===== config.mk =====
export PLATFORM = sky130hd
export DESIGN_NAME = dual_compare_pulse_generator
export DESIGN_NICKNAME = d
export VERILOG_FILES = /design/src/hdl/dual_compare_pulse_generator.v
export VERILOG_INCLUDE_DIRS = /design/src /design/src/hdl
export SDC_FILE = /design/constraint.sdc
export NUM_CORES = 1
export LEC_CHECK = 0
export ABC_AREA = 1
export BUFFER_PORTS_ARGS = -buffer_cell sky130_fd_sc_hd__buf_4
export CAP_MARGIN = 5
export CELL_PAD_IN_SITES_DETAIL_PLACEMENT = 0
export CELL_PAD_IN_SITES_GLOBAL_PLACEMENT = 2
export CORE_MARGIN = 1
export CORE_UTILIZATION = 30
export DETAILED_ROUTE_END_ITERATION = 7
export GPL_TIMING_DRIVEN = 0
export PLACE_DENSITY = 0.85
export SYNTH_ARGS = -nofsm -noshare
export SYNTH_HDL_FRONTEND = slang
export SYNTH_SLANG_ARGS = --single-unit

===== constraint.sdc =====
create_clock -name clk -period 3.36 [get_ports clk]
set_input_delay 0.168 -clock clk [delete_from_list [all_inputs] [get_ports clk]]
set_output_delay 0.168 -clock clk [all_outputs]
set_load 0.01 [all_outputs]

===== src/hdl/pulse_gen_consts.vh =====
/*
  constants for the dual compare pulse generator: register offsets,
  field positions, mode codes, select codes and reset values.
  assumes it is included by its bare name from the design file.
*/
`ifndef PULSE_GEN_CONSTS_VH
`define PULSE_GEN_CONSTS_VH

// register byte offsets
`define OFS_CTRL1 5'h00
`define OFS_CTRL2 5'h04
`define OFS_CMP1 5'h08
`define OFS_CMP2 5'h0c
`define OFS_TIMER 5'h10
`define OFS_STATUS 5'h14
`define OFS_T1CTRL 5'h18
`define OFS_T1PER 5'h1c

// field positions
`define MODE_MSB 2
`define MODE_LSB 0
`define TSEL_MSB 12
`define TSEL_LSB 10
`define SSEL_MSB 4
`define SSEL_LSB 0
`define FLAG_BIT 0
`define PIN_BIT 1
`define T1EN_BIT 0

// codes
`define MODE_OFF 3'h0
`define MODE_SINGLE 3'h4
`define MODE_CONT 3'h5
`define TSEL_PERIPH 3'h7
`define SSEL_FREE 5'h00
`define SSEL_T1 5'h0b

// reset values
`define RST_MODE 3'h0
`define RST_TSEL 3'h0
`define RST_SSEL 5'h00
`define RST_CMP 16'h0000
`define RST_T1PER 16'hffff

`endif

===== src/hdl/dual_compare_pulse_generator.v =====
/*
  dual compare pulse generator: one output compare channel in single and
  continuous pulse modes, with a 16-bit channel timer, a small general
  timer one used as a sync source, and an ahb-lite register slave.

  register map, byte offsets, one aligned word each:
    0x00 first control: mode in [2:0], time base select in [12:10]
    0x04 second control: sync source select in [4:0]
    0x08 first compare value, low half of the word
    0x0c second compare value, low half of the word
    0x10 channel timer, read only
    0x14 status: bit 0 event flag (write one clears), bit 1 pin level
    0x18 general timer one control: bit 0 enable
    0x1c general timer one period

  timing in short:
    - a write lands at the edge that ends its data phase
    - read data are loaded at the address edge and stand in the data phase
    - the channel timer moves on each tick only, a tick being every clock
      for the peripheral clock choice or a rising ext_tick edge otherwise, with no tick while timer one is the sync source and disabled
    - a match is seen on the tick where the timer equals a compare value,
      and the pin changes at that same edge, so one clock after the match
    - the event flag is set at the very edge where the pin falls
    - a sync event between ticks is held until the next tick

  limitations a user must know:
    - only modes 100 and 101 run; every other code behaves like 000
    - compare values are used as written, with no double buffering, so a
      change while running takes effect at the next matching tick
    - the single pulse mode relies on software keeping the second value at
      least one count above the first

  assumes a single 10 mhz clock; ext_tick and ext_sync come from pins
  and are synchronised here. the slave answers with zero wait states.
*/
`timescale 1ns/1ns
`include "pulse_gen_consts.vh"

module dual_compare_pulse_generator #(
  parameter TW = 16
) (
  input wire clk,
  input wire rst,
  input wire hsel,
  input wire [31:0] haddr,
  input wire [1:0] htrans,
  input wire hwrite,
  input wire [2:0] hsize,
  input wire [31:0] hwdata,
  input wire hready,
  output wire hreadyout,
  output wire hresp,
  output reg [31:0] hrdata,
  input wire ext_tick,
  input wire ext_sync,
  output reg compare_output_pin,
  output reg compare_event_flag
);

  // pulse sequencer phases:
  // rise waits for the first value match with the pin low,
  // fall waits for the second value match with the pin high,
  // done keeps the pin low after a single pulse until a write of 100, or of 101 from another mode, restarts it
  localparam [1:0] PH_RISE = 2'd0;
  localparam [1:0] PH_FALL = 2'd1;
  localparam [1:0] PH_DONE = 2'd2;
  localparam [TW-1:0] TMAX = {TW{1'b1}};
  localparam [TW-1:0] TONE = {{(TW-1){1'b0}}, 1'b1};

  // software visible state
  reg [2:0] mode_q;
  reg [2:0] tsel_q;
  reg [4:0] ssel_q;
  reg [TW-1:0] cmp1_q;
  reg [TW-1:0] cmp2_q;
  reg t1_en_q;
  reg [TW-1:0] t1_per_q;
  // block state
  reg [TW-1:0] timer_q;
  reg [TW-1:0] t1_cnt_q;
  reg [1:0] phase_q;
  reg seen_reset_q;
  reg sync_pend_q;
  // bus data phase
  reg wr_pend_q;
  reg [4:0] wr_addr_q;
  // pin synchronisers
  reg tick_s1_q, tick_s2_q, tick_s3_q;
  reg sync_s1_q, sync_s2_q, sync_s3_q;


  // decoded bus strobes and the per-tick match terms
  wire addr_ok;
  wire take;
  wire wr_ctrl1;
  wire wr_status;
  wire [2:0] new_mode;
  wire start;
  wire active;
  wire single;
  wire t1_match;
  wire sync_evt;
  wire sync_hit;
  wire tick;
  wire wrap;
  wire both_zero;
  wire rise_hit;
  wire fall_hit;
  wire flag_set;


  // ahb-lite slave always ready, always okay;
  // no register needs more than one cycle, so there are no wait states
  // and no error response: unmapped reads give zero, unmapped writes vanish
  assign hreadyout = 1'b1;
  assign hresp = 1'b0;
  assign addr_ok = (haddr[31:5] == 27'h0) && (haddr[1:0] == 2'b00);
  assign take = hsel && hready && htrans[1];


  // address phase capture of writes;
  // only whole-word writes are kept, a narrow write is dropped,
  // and the held address selects the register at the data edge
  always @(posedge clk or posedge rst) begin
    if (rst) begin
      wr_pend_q <= 1'b0;
      wr_addr_q <= 5'h00;
    end else begin
      wr_pend_q <= take && hwrite && addr_ok && (hsize == 3'b010);
      wr_addr_q <= haddr[4:0];
    end
  end

  assign wr_ctrl1 = wr_pend_q && (wr_addr_q == `OFS_CTRL1);
  assign wr_status = wr_pend_q && (wr_addr_q == `OFS_STATUS);
  assign new_mode = hwdata[`MODE_MSB:`MODE_LSB];
  // a write of 100 always restarts; 101 only on change of mode
  assign start = wr_ctrl1 && ((new_mode == `MODE_SINGLE) ||
    ((new_mode == `MODE_CONT) && (mode_q != `MODE_CONT)));
  assign active = (mode_q == `MODE_SINGLE) || (mode_q == `MODE_CONT);
  assign single = (mode_q == `MODE_SINGLE);


  // register writes in the data phase;
  // software is expected to turn the channel off before changing values,
  // but nothing here stops a write while the channel runs
  always @(posedge clk or posedge rst) begin
    if (rst) begin
      mode_q <= `RST_MODE;
      tsel_q <= `RST_TSEL;
      ssel_q <= `RST_SSEL;
      cmp1_q <= `RST_CMP;
      cmp2_q <= `RST_CMP;
      t1_en_q <= 1'b0;
      t1_per_q <= `RST_T1PER;
    end else if (wr_pend_q) begin
      case (wr_addr_q)
        `OFS_CTRL1: begin
          mode_q <= new_mode;
          tsel_q <= hwdata[`TSEL_MSB:`TSEL_LSB];
        end
        `OFS_CTRL2: ssel_q <= hwdata[`SSEL_MSB:`SSEL_LSB];
        `OFS_CMP1: cmp1_q <= hwdata[TW-1:0];
        `OFS_CMP2: cmp2_q <= hwdata[TW-1:0];
        `OFS_T1CTRL: t1_en_q <= hwdata[`T1EN_BIT];
        `OFS_T1PER: t1_per_q <= hwdata[TW-1:0];
        default: t1_en_q <= t1_en_q;
      endcase
    end
  end


  // read data registered at the address phase, valid in the data phase;
  // a read right behind a write to the same register shows the old value,
  // because the write lands only at the end of its data phase
  always @(posedge clk or posedge rst) begin
    if (rst) begin
      hrdata <= 32'h00000000;
    end else if (take && !hwrite) begin
      hrdata <= 32'h00000000;
      if (addr_ok) begin
        case (haddr[4:0])
          `OFS_CTRL1: begin
            hrdata[`MODE_MSB:`MODE_LSB] <= mode_q;
            hrdata[`TSEL_MSB:`TSEL_LSB] <= tsel_q;
          end
          `OFS_CTRL2: hrdata[`SSEL_MSB:`SSEL_LSB] <= ssel_q;
          `OFS_CMP1: hrdata[TW-1:0] <= cmp1_q;
          `OFS_CMP2: hrdata[TW-1:0] <= cmp2_q;
          `OFS_TIMER: hrdata[TW-1:0] <= timer_q;
          `OFS_STATUS: begin
            hrdata[`FLAG_BIT] <= compare_event_flag;
            hrdata[`PIN_BIT] <= compare_output_pin;
          end
          `OFS_T1CTRL: hrdata[`T1EN_BIT] <= t1_en_q;
          `OFS_T1PER: hrdata[TW-1:0] <= t1_per_q;
          default: hrdata <= 32'h00000000;
        endcase
      end
    end
  end


  // two-flop synchronisers plus a third stage for edge detection;
  // only the second stage feeds logic, the third only marks a rising edge,
  // and all stages reset low to match the idle level of both pins
  always @(posedge clk or posedge rst) begin
    if (rst) begin
      tick_s1_q <= 1'b0;
      tick_s2_q <= 1'b0;
      tick_s3_q <= 1'b0;
      sync_s1_q <= 1'b0;
      sync_s2_q <= 1'b0;
      sync_s3_q <= 1'b0;
    end else begin
      tick_s1_q <= ext_tick;
      tick_s2_q <= tick_s1_q;
      tick_s3_q <= tick_s2_q;
      sync_s1_q <= ext_sync;
      sync_s2_q <= sync_s1_q;
      sync_s3_q <= sync_s2_q;
    end
  end


  // general timer one: counts every clock while enabled, period match syncs;
  // its count is kept while disabled, so a restart resumes from there
  assign t1_match = t1_en_q && (t1_cnt_q == t1_per_q);
  always @(posedge clk or posedge rst) begin
    if (rst) begin
      t1_cnt_q <= {TW{1'b0}};
    end else if (t1_en_q) begin
      t1_cnt_q <= t1_match ? {TW{1'b0}} : t1_cnt_q + TONE;
    end
  end


  // sync source choice; free-run has none
  assign sync_evt = (ssel_q == `SSEL_FREE) ? 1'b0 :
    (ssel_q == `SSEL_T1) ? t1_match :
    (sync_s2_q && !sync_s3_q);
  assign sync_hit = sync_evt || sync_pend_q;
  // timer clock choice; timer one sync also gates the channel timer
  assign tick = ((tsel_q == `TSEL_PERIPH) ? 1'b1 : (tick_s2_q && !tick_s3_q)) &&
    ((ssel_q != `SSEL_T1) || t1_en_q);
  assign wrap = (timer_q == TMAX);


  // a sync seen between ticks waits for the next tick;
  // the pending bit is dropped while off so no stale sync survives entry
  always @(posedge clk or posedge rst) begin
    if (rst) begin
      sync_pend_q <= 1'b0;
    end else if (!active || tick) begin
      sync_pend_q <= 1'b0;
    end else if (sync_evt) begin
      sync_pend_q <= 1'b1;
    end
  end


  // channel timer: held at zero while off, cleared after sync or wrap;
  // seen_reset_q records a clear since entry, which a zero first value needs
  always @(posedge clk or posedge rst) begin
    if (rst) begin
      timer_q <= {TW{1'b0}};
      seen_reset_q <= 1'b0;
    end else if (!active) begin
      timer_q <= {TW{1'b0}};
      seen_reset_q <= 1'b0;
    end else begin
      if (start) begin
        seen_reset_q <= 1'b0;
      end else if (tick && (sync_hit || wrap)) begin
        seen_reset_q <= 1'b1;
      end
      if (tick) begin
        timer_q <= (sync_hit || wrap) ? {TW{1'b0}} : timer_q + TONE;
      end
    end
  end


  // compare matches, taken on timer ticks only;
  // both values zero blocks every edge, so the flag can never be set
  assign both_zero = (cmp1_q == {TW{1'b0}}) && (cmp2_q == {TW{1'b0}});
  // a zero first value only counts once the timer has been cleared
  assign rise_hit = tick && !both_zero && (phase_q == PH_RISE) && (timer_q == cmp1_q) &&
    ((cmp1_q != {TW{1'b0}}) || seen_reset_q);
  assign fall_hit = tick && !both_zero && (phase_q == PH_FALL) &&
    (timer_q == cmp2_q);
  assign flag_set = active && !start && fall_hit;


  // pulse sequencer and output pin;
  // a sync at the second match clears the timer but leaves the fall intact,
  // and a sync between the matches leaves the pin high into the next cycle
  always @(posedge clk or posedge rst) begin
    if (rst) begin
      phase_q <= PH_RISE;
      compare_output_pin <= 1'b0;
    end else if (!active || start) begin
      phase_q <= PH_RISE;
      compare_output_pin <= 1'b0;
    end else begin
      case (phase_q)
        PH_RISE: begin
          if (rise_hit) begin
            phase_q <= PH_FALL;
            compare_output_pin <= 1'b1;
          end
        end
        PH_FALL: begin
          if (fall_hit) begin
            phase_q <= single ? PH_DONE : PH_RISE;
            compare_output_pin <= 1'b0;
          end
        end
        PH_DONE: compare_output_pin <= 1'b0;
        default: begin
          phase_q <= PH_RISE;
          compare_output_pin <= 1'b0;
        end
      endcase
    end
  end


  // sticky event flag, write one to clear; a set in the same cycle wins
  // so that no falling edge is ever lost to a late clear
  always @(posedge clk or posedge rst) begin
    if (rst) begin
      compare_event_flag <= 1'b0;
    end else if (flag_set) begin
      compare_event_flag <= 1'b1;
    end else if (wr_status && hwdata[`FLAG_BIT]) begin
      compare_event_flag <= 1'b0;
    end
  end

endmodule


-- Word-level counts from Yosys, hierarchy flattened
Index checks and enable logic that the tools add are counted.
- register bits after elaboration: 142
- input bits: 76
- output and inout bits: 36
- word-level logic and storage cells: 148
- add/subtract/negate cells: 2
- eq/ne operators: 33
- multiplexer cells: 31
- reductions and logical operators: 59
- operator list (operator ; number):
    2-to-1 mux 16 bit ; 5
    == test 16 bit ; 3
    == test 5 bit, second input constant ; 7
    adder 16 x 1 -> 16 bit, second input constant ; 2
    zero test 16 bit ; 2
    zero test 27 bit ; 1
    logical AND 1 bit ; 26
    == test 5 x 4 -> 1 bit, second input constant ; 5
    case mux 5 bit (4 select lines) ; 1
    == test 16 bit, second input constant ; 1
    nonzero test 16 bit ; 1
    == test 3 bit, second input constant ; 5
    zero test 5 bit ; 3
    case mux 3 bit (5 select lines) ; 1
    AND reduction 2 bit ; 7
    2-to-1 mux 1 bit ; 13
    case mux 3 bit (4 select lines) ; 1
    == test 5 x 3 -> 1 bit, second input constant ; 2
    case mux 2 bit (5 select lines) ; 1
    != test 3 x 2 -> 1 bit, second input constant ; 3
    logical OR 1 bit ; 8
    2-to-1 mux 2 bit ; 4
    case mux 1 bit (8 select lines) ; 1
    case mux 1 bit (7 select lines) ; 1
    14 further kinds ; 21

-- Logic depth before layout (Yosys ltp)
- depth in word-level cells: 11
- depth in mapped cells: 12
- mapped depth without buffers: 12

-- Worst setup path after synthesis
OpenSTA, ideal clock, no wires.
- path type: register to register
- start: register timer_q[0]
- end: register timer_q[2]
- setup time: 0.122 ns
- data arrival time: 1.516 ns
- required time: 3.238 ns
- path slack: 1.722 ns
- cell stages (with the launch flop): 10
- path buffers: 1
- period minus slack after synthesis: 1.638 ns
- cell sequence: dfrtp_1 -> ha_1 -> nand2_1 -> nor2_2 -> nand4_2 -> nor2_2 -> nand4_2 -> nand4_4 -> buf_12 -> o21ai_2
- cells in the longest elaborated chain, start to end: 5
- elaborated cells on any way between the ends: 6
- those cells by class: 1 x add/sub; 1 x eq/ne; 3 x mux; 1 x reduce/logical
- ends and longest elaborated chain (item ; RTL line ; text):
    from (decl) ; dual_compare_pulse_generator.v:79 ; reg [TW-1:0] timer_q;
    from (signal assigned) ; dual_compare_pulse_generator.v:266 ; timer_q <= {TW{1'b0}};
    from (signal assigned) ; dual_compare_pulse_generator.v:269 ; timer_q <= {TW{1'b0}};
    from (signal assigned) ; dual_compare_pulse_generator.v:278 ; timer_q <= (sync_hit || wrap) ? {TW{1'b0}} : timer_q + TONE;
    parallel branches: the longest is 2 deep, another holds adder 16 x 1 -> 16 bit ; - ;
    2-to-1 mux 16 bit (*) ; dual_compare_pulse_generator.v:278 ;
    2-to-1 mux 16 bit (*) ; dual_compare_pulse_generator.v:277 ; if (tick) begin
    2-to-1 mux 16 bit (*) ; dual_compare_pulse_generator.v:268 ; end else if (!active) begin
Every way passes the cells marked *. The select of a mux whose other input is x is not followed.
A chain may end at the register's enable or synchronous reset.

-- Final worst setup path
- start: input haddr[2]
- end: register hrdata[1]
- cells in the longest elaborated chain, start to end: 3
- elaborated cells on any way between the ends: 9
- those cells by class: 6 x eq/ne; 2 x mux; 1 x reduce/logical
- ends and longest elaborated chain (item ; RTL line ; text):
    from (decl) ; dual_compare_pulse_generator.v:45 ; input wire [31:0] haddr,
    == test 5 bit, or another cell as far along ; dual_compare_pulse_generator.v:182 ; case (haddr[4:0])
    case mux 1 bit (7 select lines) (*) ; dual_compare_pulse_generator.v:182 ;
    2-to-1 mux 16 bit (*) ; dual_compare_pulse_generator.v:181 ; if (addr_ok) begin
    to (signal, indexed assignment) ; dual_compare_pulse_generator.v:184 ; hrdata[`MODE_MSB:`MODE_LSB] <= mode_q;
    to (signal, indexed assignment) ; dual_compare_pulse_generator.v:185 ; hrdata[`TSEL_MSB:`TSEL_LSB] <= tsel_q;
    to (signal, indexed assignment) ; dual_compare_pulse_generator.v:187 ; `OFS_CTRL2: hrdata[`SSEL_MSB:`SSEL_LSB] <= ssel_q;
    to (decl) ; dual_compare_pulse_generator.v:53 ; output reg [31:0] hrdata,
Mark *: on every way between the ends. The rest lies on a longest branch, timed or not.

==> impl_metrics.sql <==
INSERT INTO impl_metrics (metric_group, metric, value, unit) VALUES
('floorplan', 'dieHeight', '155', 'um'),
('routing', 'route.detailed.vias_per_inst', '4.62', ''),
('critical_path', 'ff2ff_path_depth', '10', ''),
('critical_path', 'critical_path.startpoint_type', 'input port', ''),
('clock_tree', 'cts_tree', 'done', ''),
('critical_path', 'crit_fanout', '10', ''),
('critical_path', 'r2r_end', 'compare_output_pin', ''),
('routing', 'wl', '21800', 'um'),
('synth', 'distinct_cell_type_count_after_synthesis', '44', ''),
('global_routing', 'antenna_violations_before_repair', '0', ''),
('floorplan', 'floorplan.initialDensity', '0.309', ''),
('clock_tree', 'clkSinkCount', '126', ''),
('timing', 'final-max-slew-violation-count', '0', ''),
('critical_path', 'setup.reg_to_reg.worst_slack', '1.43', 'ns'),
('global_routing', 'wire_length_of_the_first_global_routing_pass', '33700', 'um'),
('timing', 'maxClockFrequency', '430', 'MHz'),
('critical_path', 'worstSetupPathType', 'input port to flip-flop', ''),
('global_routing', 'global_route.usage.total', '0.188', ''),
('timing', 'finClkSkew', '0.00952', 'ns'),
('floorplan', 'dieWidth', '155', 'um'),
('place', 'gp_congestion', '0.881', ''),
('power_and_ir_drop', 'leakagePower', '4.51', 'nW'),
('final_layout', 'fraction_of_final_layout_cells_sized_beyond_drive_strength_1', '0.180', ''),
('clock_tree', 'cts_setup_buffers', '0', ''),
('synth', 'ys_seq_area_frac', '0.451', ''),
('power_and_ir_drop', 'p_per_area', '390', 'mW/mm^2'),
('final_layout', 'num-nets-final', '1113', ''),
('worst_hold_path', 'hold-path-cell-count', '4', ''),
('worst_hold_path', 'hold_path_class', 'input port to flip-flop', ''),
('place', 'dpl-instance-area', '0.00811', 'sq mm'),
('timing', 'max_slew_margin_vs_limit', '0.503', ''),
('synth', 'synth.avg_cell_area', '7.69', 'sq um'),
('synth', 'ys_warn_count', '0', ''),
('floorplan', 'placementRows', '55', ''),
('critical_path', 'r2r_start', 'ssel_q[4]', ''),
('global_routing', 'globalRouteOverflowTotal', '0', ''),
('worst_hold_path', 'whs_endpoint', 'wr_pend_q', ''),
('clock_tree', 'ctsHtreeMaxLevel', '4', ''),
('timing', 'finalCriticalPeriod', '2.33', 'ns'),
('timing', 'finalSetupViolCount', '0', ''),
('critical_path', 'setup.worst_path.end_class', 'flip-flop', ''),
('clock_tree', 'cts_max_path_buffers', '2', ''),
('final_layout', 'layout-area-overhead-vs-synth', '24.1', '%'),
('floorplan', 'die_footprint', '0.0240', 'sq mm'),
('timing', 'tightestPinTransition', '0.744', 'ns'),
('clock_tree', 'cts-resized-gates', '0', ''),
('power_and_ir_drop', 'power.ir.vdd_worst', '0.328', 'mV'),
('final_layout', 'layout.cell_area.non_filler', '0.00872', 'sq mm'),
('clock_tree', 'clk_transition_reported_paths', '0.05', 'ns'),
('critical_path', 'worst-endpoint-required', '3.67', 'ns'),
('routing', 'vias', '6280', ''),
('global_routing', 'vias_in_the_first_global_route', '5890', ''),
('final_layout', 'antenna_cells', '0', ''),
('synth', 'synth_edf_count', '0', ''),
('synth', 'synth_cells', '914', ''),
('routing', 'dr.pass1.iters', '5', ''),
('place', 'io_buffer_count', '75', ''),
('timing', 'final-hold-violation-count', '0', ''),
('floorplan', 'core_region_area', '0.0228', 'sq mm'),
('routing', 'routedWlPerCell', '16.0', 'um'),
('timing', 'period_share', '0.693', ''),
('routing', 'drt_first_iter_violations', '403', ''),
('floorplan', 'pin_count', '112', ''),
('clock_tree', 'cts_root_buf', 'clkbuf_16', ''),
('clock_tree', 'insertion_delay', '0.43', 'ns'),
('global_routing', 'grt_start_max_net_pins', '37', ''),
('clock_tree', 'tritoncts.num_buffers', '17', ''),
('synth', 'flops_latches_synth', '126', ''),
('run_status', 'run_status', 'finished clean', ''),
('place', 'place_hpwl', '16800', 'um'),
('flow_run', 'cap_viol_max_count', '0', ''),
('worst_hold_path', 'hold_path.startpoint', 'hsize[2]', ''),
('timing', 'grt_setup_unrepaired', 'false', ''),
('critical_path', 'timing.critical_path.arrival', '2.64', 'ns'),
('synth', 'synthFlopType', 'dfrtp_1', ''),
('synth', 'synth-async-reset-ratio', '1.00', ''),
('routing', 'drtAntennaViolNets', '0', ''),
('timing', 'totalNegativeSetupSlack', '0', 'ns'),
('routing', 'drcViolationCount', '0', ''),
('synth', 'area_of_the_mapped_netlist', '0.00703', 'sq mm');
layout by cell type (no fill, tap or decap), drive strengths merged:
| master | count |
|---|---|
| a21boi | 1 |
| a21oi | 9 |
| a221oi | 5 |
| a31oi | 1 |
| buf | 111 |
| clkbuf | 42 |
| clkinv | 3 |
| clkinvlp | 4 |
| conb | 18 |
| dfrtp | 110 |
| dfstp | 16 |
| dlygate4sd3 | 8 |
| ha | 2 |
| inv | 118 |
| nand2 | 247 |
| nand3 | 60 |
| nand4 | 19 |
| nor2 | 78 |
| nor3 | 23 |
| nor3b | 1 |
| nor4 | 8 |
| o2111ai | 8 |
| o211ai | 2 |
| o21ai | 104 |
| o221ai | 2 |
| o22ai | 8 |
| o31ai | 3 |
| or2 | 3 |
| xnor2 | 7 |
| xor2 | 26 |
worst max-delay path, cell delays in order:
cell,delay [ns]
dlygate4sd3_1,0.53
buf_4,0.15
nand2_1,0.06
inv_1,0.05
nand3_1,0.33
clkinv_1,0.49
nand2_1,0.22
nand4_1,0.26
o211ai_1,0.28
nand2_1,0.07
power breakdown:
group | total, mW | internal (mW) | switching (mW)
clock | 1.68 | 1.01 | 0.666
combinational | 0.194 | 0.0835 | 0.111
sequential | 1.53 | 1.53 | 0.00241
layer usage:
metal,GRT usage,routed length (um),vias up
met2,0.291,9630,150
met5,0,0,-
met1,0.261,10700,2952
met4,0.0519,247,0
li1,-,-,3163
met3,0.0462,1160,15
cell families after synthesis:
family,after synthesis,synth area share
simple gates,439,0.275
fa+ha+maj,2,0.00356
flops,126,0.451
compound gates,143,0.120
other cells,2,0.00107
buf+inv,169,0.108
xor+xnor,33,0.0411
sequential cells by signal, summed over array words and instances (netlist names), 5 cells and up:
signal / count
ssel_q: 5
cmp1_q: 16
t1_per_q: 16
cmp2_q: 16
wr_addr_q: 5
timer_q: 16
t1_cnt_q: 16
hrdata: 16
worst max path at each step:
stage,startpoint,endpoint,cells past startpoint
floorplan,rst,cmp1_q[0],1
global placement,rst,t1_cnt_q[4],2
detailed placement,haddr[2],hrdata[1],9
CTS,haddr[2],hrdata[1],10
global route,haddr[2],hrdata[1],10
finish,haddr[2],hrdata[1],10
Yosys cell counts (8+ instances only):
cell | n | area, sq um
dfrtp_1 | 110 | 2750
nand2_1 | 246 | 923
buf_4 | 26 | 195
xor2_1 | 26 | 228
nand3_1 | 58 | 290
o21ai_2 | 10 | 87.6
nand4_1 | 16 | 100
o2111ai_1 | 8 | 70.1
clkbuf_1 | 16 | 60.1
dfstp_2 | 16 | 420
inv_1 | 117 | 439
nor2_1 | 73 | 274
a21oi_1 | 9 | 45.0
o21ai_0 | 92 | 460
nor3_1 | 17 | 85.1
o22ai_1 | 8 | 50.1
area by class of cell:
class	count	area, sq um
Inverter	120	454
Fill cell	2429	14100
Clock inverter	5	32.5
Clock buffer	26	499
Timing Repair Buffer	86	703
Multi-Input combinational cell	635	3150
Buffer	49	312
Tap cell	313	392
Sequential cell	126	3170
metrics by stage:
stage                     hold WS [ns]  utilization  instances  worst slack, ns  power (mW)
after detailed placement         0.279        0.356       1321             1.28        1.74
after floorplan                  0.199            -        930             1.65        1.64
after CTS                      0.00893        0.383       1360             1.17        3.45
after global routing            0.0199        0.383       1360             1.01        3.54
after global placement           0.278        0.353       1318            0.684        1.73
final                           0.0169        0.383       1360             1.03        3.40
repair_timing:
item,in CTS,in global routing
endpoints found under the hold margin,33,0
setup endpoints to repair,0,0
hold buffers,8,0
No activity file was read; power rests on OpenSTA's default activity.
